--- src/rtl/ppc_pkg.sv ---
package ppc_pkg;
	// Clock of the block and the count-clock derivation.
	localparam int unsigned CLK_FREQ_MHZ   = 50;
	localparam int unsigned CLK_PERIOD_NS  = 1000 / CLK_FREQ_MHZ;
	localparam int unsigned PRESCALE_DIV   = 4;
	localparam int unsigned SRC_FREQ_MHZ   = 48;
	localparam real         RESOLUTION_NS  = 83.3;
	localparam int unsigned TICK_NS        = CLK_PERIOD_NS * PRESCALE_DIV;
	localparam int unsigned TICK_CYCLES    = TICK_NS / CLK_PERIOD_NS;
	localparam int unsigned MAX_PERIOD_S   = 358;

	// Counter and tally widths.
	localparam int unsigned CNT_W          = 16;
	localparam int unsigned TALLY_W        = 16;
	localparam int unsigned PERIOD_W       = CNT_W + TALLY_W;
	localparam logic [15:0] CNT_MAX        = 16'hFFFF;
	localparam logic [15:0] TALLY_MAX      = 16'hFFFF;
	localparam logic [15:0] CNT_RST        = 16'h0000;
	localparam logic [15:0] TALLY_RST      = 16'h0000;
	localparam logic [31:0] PERIOD_RST     = 32'h0000_0000;

	// Register map, byte addresses.
	localparam int unsigned AXI_AW         = 8;
	localparam logic [7:0]  OFS_CTRL       = 8'h00;
	localparam logic [7:0]  OFS_STATUS     = 8'h04;
	localparam logic [7:0]  OFS_COUNT      = 8'h08;
	localparam logic [7:0]  OFS_CAPTURE    = 8'h0C;
	localparam logic [7:0]  OFS_TALLY      = 8'h10;
	localparam logic [7:0]  OFS_PERIOD     = 8'h14;
	localparam logic [7:0]  OFS_PRIO       = 8'h18;

	// Field positions.
	localparam int unsigned CTRL_START_BIT = 0;
	localparam int unsigned CTRL_ERRCLR_BIT = 1;
	localparam int unsigned ST_CAP_BIT     = 0;
	localparam int unsigned ST_OVF_BIT     = 1;
	localparam int unsigned ST_RES_BIT     = 2;
	localparam int unsigned ST_MEAS_BIT    = 3;
	localparam int unsigned ST_ERR_BIT     = 4;
	localparam logic [3:0]  PRIO_CAPTURE_A = 4'h3;
	localparam logic [3:0]  PRIO_OVERFLOW  = 4'h4;

	localparam logic [1:0]  RESP_OKAY      = 2'h0;
	localparam logic [1:0]  RESP_SLVERR    = 2'h2;

	typedef enum logic [3:0] {
		MS_IDLE       = 4'h1,
		MS_WAIT_FIRST = 4'h2,
		MS_MEASURE    = 4'h4,
		MS_ERROR      = 4'h8
	} ppc_meas_e;
endpackage

--- src/rtl/ppc_tmr_if.sv ---
`timescale 1ns/10ps
interface ppc_tmr_if;
	import ppc_pkg::*;
	logic             run;
	logic             cap_evt;
	logic [CNT_W-1:0] cnt;
	logic [CNT_W-1:0] cap_val;
	logic             ovf_evt;
	modport ctl (output run, output cap_evt, input cnt, input cap_val, input ovf_evt);
	modport tmr (input run, input cap_evt, output cnt, output cap_val, output ovf_evt);
endinterface

--- src/rtl/ppc_timer.sv ---
`timescale 1ns/10ps
module ppc_timer #(
	parameter int unsigned PRESCALE = ppc_pkg::PRESCALE_DIV
) (
	input  wire logic clk_i,
	input  wire logic rst_n_i,
	ppc_tmr_if.tmr    bus
);
	import ppc_pkg::*;
	localparam int unsigned    PW         = $clog2(PRESCALE + 1);
	localparam logic [PW-1:0]  PRESC_LAST = PW'(PRESCALE - 1);

	logic [PW-1:0]    presc_q;
	logic [CNT_W-1:0] cnt_q;
	logic [CNT_W-1:0] cap_q;
	wire logic        tick;

	// Count clock is the block clock divided down; no sync inputs exist.
	assign tick = bus.run && (presc_q == PRESC_LAST);
	assign bus.ovf_evt = tick && (cnt_q == CNT_MAX) && !bus.cap_evt;
	assign bus.cnt = cnt_q;
	assign bus.cap_val = cap_q;

	always_ff @(posedge clk_i or negedge rst_n_i) begin
		if (!rst_n_i) begin
			presc_q <= '0;
		end else if (!bus.run || tick) begin
			presc_q <= '0;
		end else begin
			presc_q <= presc_q + 1'b1;
		end
	end

	// A capture clears the counter even on a tick, so FFFFh is captured and no overflow is seen.
	always_ff @(posedge clk_i or negedge rst_n_i) begin
		if (!rst_n_i) begin
			cnt_q <= CNT_RST;
			cap_q <= CNT_RST;
		end else if (bus.cap_evt) begin
			cnt_q <= CNT_RST;
			cap_q <= cnt_q;
		end else if (tick) begin
			cnt_q <= cnt_q + 1'b1;
		end
	end
endmodule

--- src/rtl/ppc_top.sv ---
// The placing of the registers and the AXI4-Lite slave port were chosen for this implementation.
`timescale 1ns/10ps
module ppc_top (
	input  wire logic                        clk_sys_i,
	input  wire logic                        arst_n_i,
	input  wire logic                        capture_input_pin_i,
	output wire logic                        err_signal_o,
	output wire logic                        capture_a_irq_o,
	output wire logic                        group1_irq_o,
	input  wire logic [ppc_pkg::AXI_AW-1:0]  s_axi_awaddr_i,
	input  wire logic                        s_axi_awvalid_i,
	output wire logic                        s_axi_awready_o,
	input  wire logic [31:0]                 s_axi_wdata_i,
	input  wire logic [3:0]                  s_axi_wstrb_i,
	input  wire logic                        s_axi_wvalid_i,
	output wire logic                        s_axi_wready_o,
	output wire logic [1:0]                  s_axi_bresp_o,
	output wire logic                        s_axi_bvalid_o,
	input  wire logic                        s_axi_bready_i,
	input  wire logic [ppc_pkg::AXI_AW-1:0]  s_axi_araddr_i,
	input  wire logic                        s_axi_arvalid_i,
	output wire logic                        s_axi_arready_o,
	output wire logic [31:0]                 s_axi_rdata_o,
	output wire logic [1:0]                  s_axi_rresp_o,
	output wire logic                        s_axi_rvalid_o,
	input  wire logic                        s_axi_rready_i
);
	import ppc_pkg::*;

	logic [1:0]          rst_sync_q;
	wire logic           rst_n;
	logic [2:0]          pin_sync_q;
	wire logic           pin_rise;
	ppc_meas_e           state_q;
	ppc_meas_e           state_d;
	wire logic           in_meas;
	wire logic           cap_evt;
	wire logic           ovf_evt;
	logic                start_q;
	logic                err_q;
	logic                cap_irq_q;
	logic                g1_irq_q;
	logic                cap_pend_q;
	logic                ovf_pend_q;
	logic                res_pend_q;
	logic [TALLY_W-1:0]  tally_q;
	logic [PERIOD_W-1:0] period_q;

	// Bus-side registers.
	logic                aw_got_q;
	logic                w_got_q;
	logic [AXI_AW-1:0]   awaddr_q;
	logic [31:0]         wdata_q;
	logic [3:0]          wstrb_q;
	logic                bvalid_q;
	logic [1:0]          bresp_q;
	logic                rvalid_q;
	logic [1:0]          rresp_q;
	logic [31:0]         rdata_q;

	ppc_tmr_if u_tmr_if ();

	ppc_timer #(
		.PRESCALE (PRESCALE_DIV)
	) u_timer (
		.clk_i   (clk_sys_i),
		.rst_n_i (rst_n),
		.bus     (u_tmr_if.tmr)
	);

	// The reset is released through two flops so no flop leaves reset on a partial edge.
	always_ff @(posedge clk_sys_i or negedge arst_n_i) begin
		if (!arst_n_i) begin
			rst_sync_q <= 2'h0;
		end else begin
			rst_sync_q <= {rst_sync_q[0], 1'b1};
		end
	end
	assign rst_n = rst_sync_q[1];

	// The pin is asynchronous; the edge is taken only after two flops.
	always_ff @(posedge clk_sys_i or negedge rst_n) begin
		if (!rst_n) begin
			pin_sync_q <= 3'h0;
		end else begin
			pin_sync_q <= {pin_sync_q[1:0], capture_input_pin_i};
		end
	end
	assign pin_rise = pin_sync_q[1] && !pin_sync_q[2];

	assign in_meas = (state_q == MS_WAIT_FIRST) || (state_q == MS_MEASURE);
	assign u_tmr_if.run = in_meas;
	assign cap_evt = pin_rise && in_meas;
	assign u_tmr_if.cap_evt = cap_evt;
	assign ovf_evt = u_tmr_if.ovf_evt;

	// Write decode.
	wire logic       wr_fire;
	wire logic [5:0] wr_idx;
	wire logic       wr_ctrl;
	wire logic       wr_status;
	wire logic       wr_known;
	wire logic       err_clr;
	wire logic [4:0] st_clr;
	assign wr_fire   = aw_got_q && w_got_q && !bvalid_q;
	assign wr_idx    = awaddr_q[7:2];
	assign wr_ctrl   = wr_fire && (wr_idx == OFS_CTRL[7:2]) && wstrb_q[0];
	assign wr_status = wr_fire && (wr_idx == OFS_STATUS[7:2]) && wstrb_q[0];
	assign wr_known  = (wr_idx <= OFS_PRIO[7:2]);
	assign err_clr   = wr_ctrl && wdata_q[CTRL_ERRCLR_BIT];
	assign st_clr    = wr_status ? wdata_q[4:0] : 5'h00;

	// Measurement sequencing.
	always_comb begin
		state_d = state_q;
		unique case (state_q)
			MS_IDLE: begin
				if (start_q) state_d = MS_WAIT_FIRST;
			end
			MS_WAIT_FIRST: begin
				if (!start_q) state_d = MS_IDLE;
				else if (cap_evt) state_d = MS_MEASURE;
			end
			MS_MEASURE: begin
				if (ovf_evt && tally_q == TALLY_MAX) state_d = MS_ERROR;
				else if (!start_q) state_d = MS_IDLE;
			end
			MS_ERROR: begin
				if (err_clr) state_d = MS_IDLE;
			end
			default: state_d = MS_IDLE;
		endcase
	end

	always_ff @(posedge clk_sys_i or negedge rst_n) begin
		if (!rst_n) begin
			state_q <= MS_IDLE;
			err_q   <= 1'b0;
		end else begin
			state_q <= state_d;
			err_q   <= (state_d == MS_ERROR);
		end
	end

	always_ff @(posedge clk_sys_i or negedge rst_n) begin
		if (!rst_n) begin
			start_q <= 1'b0;
		end else if (wr_ctrl) begin
			start_q <= wdata_q[CTRL_START_BIT];
		end
	end

	// The tally saturates; the error state stops the counter rather than letting it wrap.
	always_ff @(posedge clk_sys_i or negedge rst_n) begin
		if (!rst_n) begin
			tally_q <= TALLY_RST;
		end else if (cap_evt) begin
			tally_q <= TALLY_RST;
		end else if (ovf_evt && state_q == MS_MEASURE && tally_q != TALLY_MAX) begin
			tally_q <= tally_q + 1'b1;
		end
	end

	// The period is tally and capture side by side, a tick count below 2^32 ticks.
	always_ff @(posedge clk_sys_i or negedge rst_n) begin
		if (!rst_n) begin
			period_q <= PERIOD_RST;
		end else if (cap_evt && state_q == MS_MEASURE) begin
			period_q <= {tally_q, u_tmr_if.cnt};
		end
	end

	// Request pulses and sticky pending flags; a new event wins over a same-cycle clear.
	always_ff @(posedge clk_sys_i or negedge rst_n) begin
		if (!rst_n) begin
			cap_irq_q  <= 1'b0;
			g1_irq_q   <= 1'b0;
			cap_pend_q <= 1'b0;
			ovf_pend_q <= 1'b0;
			res_pend_q <= 1'b0;
		end else begin
			cap_irq_q  <= cap_evt;
			g1_irq_q   <= ovf_evt;
			cap_pend_q <= (cap_pend_q && !st_clr[ST_CAP_BIT]) || cap_evt;
			ovf_pend_q <= (ovf_pend_q && !st_clr[ST_OVF_BIT]) || ovf_evt;
			res_pend_q <= (res_pend_q && !st_clr[ST_RES_BIT]) || (cap_evt && state_q == MS_MEASURE);
		end
	end

	assign err_signal_o    = err_q;
	assign capture_a_irq_o = cap_irq_q;
	assign group1_irq_o    = g1_irq_q;

	// Write channel: address and data are taken in either order, response after both.
	assign s_axi_awready_o = !aw_got_q && !bvalid_q;
	assign s_axi_wready_o  = !w_got_q && !bvalid_q;

	always_ff @(posedge clk_sys_i or negedge rst_n) begin
		if (!rst_n) begin
			aw_got_q <= 1'b0;
			w_got_q  <= 1'b0;
			awaddr_q <= '0;
			wdata_q  <= 32'h0000_0000;
			wstrb_q  <= 4'h0;
			bvalid_q <= 1'b0;
			bresp_q  <= RESP_OKAY;
		end else begin
			if (s_axi_awvalid_i && s_axi_awready_o) begin
				aw_got_q <= 1'b1;
				awaddr_q <= s_axi_awaddr_i;
			end
			if (s_axi_wvalid_i && s_axi_wready_o) begin
				w_got_q <= 1'b1;
				wdata_q <= s_axi_wdata_i;
				wstrb_q <= s_axi_wstrb_i;
			end
			if (wr_fire) begin
				aw_got_q <= 1'b0;
				w_got_q  <= 1'b0;
				bvalid_q <= 1'b1;
				bresp_q  <= wr_known ? RESP_OKAY : RESP_SLVERR;
			end else if (bvalid_q && s_axi_bready_i) begin
				bvalid_q <= 1'b0;
			end
		end
	end
	assign s_axi_bvalid_o = bvalid_q;
	assign s_axi_bresp_o  = bresp_q;

	// Read selection.
	wire logic [5:0]  rd_idx;
	wire logic [31:0] st_word;
	wire logic [31:0] rd_word;
	wire logic        rd_known;
	assign rd_idx   = s_axi_araddr_i[7:2];
	assign st_word  = {27'h0000000, err_q, in_meas, res_pend_q, ovf_pend_q, cap_pend_q};
	assign rd_known = (rd_idx <= OFS_PRIO[7:2]);
	assign rd_word  =
		(rd_idx == OFS_CTRL[7:2])    ? {31'h00000000, start_q} :
		(rd_idx == OFS_STATUS[7:2])  ? st_word :
		(rd_idx == OFS_COUNT[7:2])   ? {16'h0000, u_tmr_if.cnt} :
		(rd_idx == OFS_CAPTURE[7:2]) ? {16'h0000, u_tmr_if.cap_val} :
		(rd_idx == OFS_TALLY[7:2])   ? {16'h0000, tally_q} :
		(rd_idx == OFS_PERIOD[7:2])  ? period_q :
		(rd_idx == OFS_PRIO[7:2])    ? {24'h000000, PRIO_OVERFLOW, PRIO_CAPTURE_A} :
		32'h0000_0000;

	assign s_axi_arready_o = !rvalid_q;

	always_ff @(posedge clk_sys_i or negedge rst_n) begin
		if (!rst_n) begin
			rvalid_q <= 1'b0;
			rresp_q  <= RESP_OKAY;
			rdata_q  <= 32'h0000_0000;
		end else if (s_axi_arvalid_i && s_axi_arready_o) begin
			rvalid_q <= 1'b1;
			rresp_q  <= rd_known ? RESP_OKAY : RESP_SLVERR;
			rdata_q  <= rd_word;
		end else if (rvalid_q && s_axi_rready_i) begin
			rvalid_q <= 1'b0;
		end
	end
	assign s_axi_rvalid_o = rvalid_q;
	assign s_axi_rresp_o  = rresp_q;
	assign s_axi_rdata_o  = rdata_q;
endmodule

--- config.mk ---
export PLATFORM = sky130hd
export DESIGN_NAME = ppc_top
export DESIGN_NICKNAME = d
export VERILOG_FILES = /design/src/rtl/ppc_pkg.sv /design/src/rtl/ppc_tmr_if.sv /design/src/rtl/ppc_timer.sv /design/src/rtl/ppc_top.sv
export SDC_FILE = /design/constraint.sdc
export NUM_CORES = 1
export LEC_CHECK = 0
export BUFFER_PORTS_ARGS = -buffer_cell sky130_fd_sc_hd__buf_2
export CAP_MARGIN = 15
export CORE_MARGIN = 3
export CORE_UTILIZATION = 61
export DETAILED_ROUTE_END_ITERATION = 8
export MAX_ROUTING_LAYER = met4
export PLACE_DENSITY = 0.88
export SLEW_MARGIN = 25
export SYNTH_ARGS = -nofsm -noshare
export SYNTH_HDL_FRONTEND = slang
export SYNTH_SLANG_ARGS = --single-unit
--- constraint.sdc ---
create_clock -name clk_sys_i -period 9.43 [get_ports clk_sys_i]
set_input_delay 0.4715 -clock clk_sys_i [delete_from_list [all_inputs] [get_ports clk_sys_i]]
set_output_delay 0.4715 -clock clk_sys_i [all_outputs]
set_load 0.05 [all_outputs]
==> impl_metrics.json <==
{
  "final-setup-viol-count": 0,
  "end_kind": "register",
  "synthAdderAreaFrac_pct": 0.751,
  "final_area_um2": 7760,
  "cap_violations": 0,
  "syn_area_um2": 6670,
  "clkSlewWorstSetupHoldPaths_ns": 0.07,
  "drv_slew": 0,
  "crit_fanout": 13,
  "critPathSlowestCell": "or4b_4",
  "holdWs_ns": 0.0366,
  "worstMarginPinSlew_ns": 0.862,
  "yosys.area_share.xor_xnor_pct": 1.58,
  "htreeDepth": 4,
  "pre_cts_ws_ns": 6.49,
  "worstSetupPathType": "register to register",
  "drc_errors": 0,
  "muxShareOfSynthArea_pct": 6.85,
  "fin_nets": 764,
  "die_area_um2": 12200,
  "start_util_pct": 63.7,
  "yosys.cell_types.count": 55,
  "synth.most_common_cell": "dfrtp_1",
  "hpwl_mm": 10.4,
  "min_period_ns": 2.92,
  "synthTopCellsByArea": "dfrtp_1 (55%), mux2_2 (6.2%), nand2_1 (5.9%)",
  "synth_edf_count": 0,
  "setup_ws_ns": 6.51,
  "max_freq_mhz": 343,
  "synth_top_family_by_area": "simple AND/OR/NAND/NOR gates",
  "drt_iter0_markers": 573,
  "die_w_um": 111,
  "vdd_drop_max_uv": 178,
  "cp.arrival_ns": 3.37,
  "slowest_delay_ns": 0.60,
  "synth_common_cells": "dfrtp_1 (146), nand2_1 (104), o21ai_0 (55)",
  "diodes": 0,
  "status": "completed",
  "numCtsBuffers": 17,
  "powerDensity_nw_per_um2": 221,
  "overflow": 0,
  "cpMostUsedCell": "or4_1",
  "port_buffers": 65,
  "cts_resized": 0,
  "die_h_um": 111,
  "grt_setup_unrepaired": "no",
  "start_kind": "register",
  "skew_ns": 0.00920,
  "antenna_found_initial": 0,
  "wirelength_mm": 16.5,
  "yosysWarnings": 0,
  "cp_cell_sequence": "or4b_4 > or4_1 > a2111o_1 > or4_1 > a21oi_1",
  "cts_sinks": 147,
  "cts_root_buf": "clkbuf_8",
  "coreArea_um2": 10500,
  "rows": 37,
  "synth_compound_area_share_pct": 14.3,
  "drive_gt1_share_pct": 21.0,
  "setup_tns_ns": 0,
  "timing.slew.headroom_pct": 42.1,
  "syn_inst": 651,
  "netlist.area_leader.share_pct": 54.8,
  "area_growth_pct": 16.4,
  "p_leak_nw": 3.67,
  "synth.avg_cell_area_um2": 10.2,
  "antenna_left": 0,
  "vias_per_cell": 6.40,
  "utilization_pct": 74.2,
  "cts_buffer_depth": 2,
  "ys_seq_area_share_pct": 55.2,
  "vias": 5437,
  "grt_pass1_wl_mm": 27.1,
  "cts_tree": "yes",
  "gp_congestion": 0.935,
  "clkLatencyLatePin_ns": 0.54,
  "critical_path_buf_inv_count": 0,
  "crit_required_ns": 9.88,
  "cts_setup_buffers": 0,
  "wl_per_cell_um": 19.4,
  "dr.pass1.iters": 7,
  "post_dp_cell_area_um2": 7030,
  "synth_area_leader_cell": "dfrtp_1",
  "async_reset_ff_share_pct": 100,
  "grt_pass1_vias": 5470,
  "yosys.area_share.simple_pct": 17.3,
  "path_delay_family": "simple AND/OR/NAND/NOR gates",
  "synth-seq-cells": 147,
  "fin_crit_sh_pct": 30.9,
  "synth_ff_type": "dfrtp_1",
  "grt_max_degree": 90,
  "hold_path.class": "primary input to register",
  "ios": 104,
  "grtUsageTotal_pct": 28.6,
  "nFillCells": 697,
  "final_hold_viol_count": 0
}
## layer usage
layer  vias up  global-route usage, %  routed length [µm]
met5         -                      -                   0
met4         0                   14.3                 571
met3        64                   5.42                1410
li1       2425                      -                   -
met2       314                   45.2                8260
met1      2634                   35.4                6230
## path summary, 6_finish.rpt
| path | start | endpoint | slack, ns | cells past startpoint |
|---|---|---|---|---|
| worst max register to register | state_q[1] | tally_q[6] | 6.51 | 5 |
| max in group asynchronous | rst_sync_q[1] | u_timer.bus.cap_val[1] | 7.70 | 2 |
| min in group asynchronous | arst_n_i | rst_sync_q[1] | 0.24 | 2 |
| worst min register to register | rst_sync_q[0] | rst_sync_q[1] | 0.35 | 0 |
| worst min-delay path | capture_input_pin_i | pin_sync_q[0] | 0.04 | 1 |
| worst max-delay path | state_q[1] | tally_q[6] | 6.51 | 5 |
## state kept, by name, indices dropped and copies added, names as in the netlist, 3 cells and up
name                 cells
period_q                32
pin_sync_q               3
awaddr_q                 6
u_timer.presc_q          3
u_timer.bus.cnt         16
wdata_q                  3
tally_q                 16
u_timer.bus.cap_val     16
s_axi_rdata_o           32
state_q                  4
## layout make-up
class | instances | area, µm² | share of cell area [%]
inverters | 18 | 67.6 | 0.871
repair buffers | 73 | 392 | 5.05
flip-flops and latches | 147 | 3680 | 47.5
clock inverters | 15 | 302 | 3.89
multi-input cells | 443 | 2730 | 35.2
well taps | 136 | 170 | 2.19
clock buffers | 17 | 414 | 5.34
## cell usage in the layout, fill, tap and decap left out, types with 5 or more instances in the layout
| cell | n |
|---|---|
| dfrtp_1 | 145 |
| nand2_1 | 104 |
| buf_2 | 65 |
| o21ai_0 | 55 |
| mux2_2 | 37 |
| a21oi_1 | 35 |
| nor2_1 | 24 |
| inv_1 | 18 |
| a22o_1 | 18 |
| nor3_1 | 16 |
| clkbuf_16 | 16 |
| nand3_1 | 12 |
| or3_1 | 12 |
| nand4_1 | 10 |
| or4_1 | 10 |
| a221o_1 | 10 |
| xnor2_1 | 9 |
| nand2b_1 | 9 |
| and3_1 | 8 |
| o31ai_1 | 8 |
| bufinv_16 | 8 |
| nor2b_1 | 6 |
| buf_4 | 6 |
| clkinv_4 | 5 |
## cell families (layout without fill, tap and decap cells)
group           Yosys count  after routing
xor+xnor                 12             12
simple gates            233            233
fa+ha+maj                 4              4
buf+inv                  62            123
mux                      41             41
compound gates          150            150
flops                   147            147
other cells               2              3
## power by group
group | total, mW | internal (mW) | switching, mW
clock | 0.814 | 0.540 | 0.273
sequential | 0.710 | 0.674 | 0.0355
combinational | 0.189 | 0.0598 | 0.129
## timing repair
action	in CTS	in global routing
endpoints found under the hold margin	2	0
hold buffers	1	0
setup endpoints to repair	0	0
## metrics by stage
| stage | power [mW] | instances |
|---|---|---|
| 2_1_floorplan | 0.857 | 652 |
| 3_3_place_gp | 0.892 | 816 |
| 6_report | 1.71 | 849 |
| 5_1_grt | 1.77 | 849 |
| 4_1_cts | 1.72 | 849 |
| 3_5_place_dp | 0.906 | 816 |
Power figures use the tool's default switching activity.
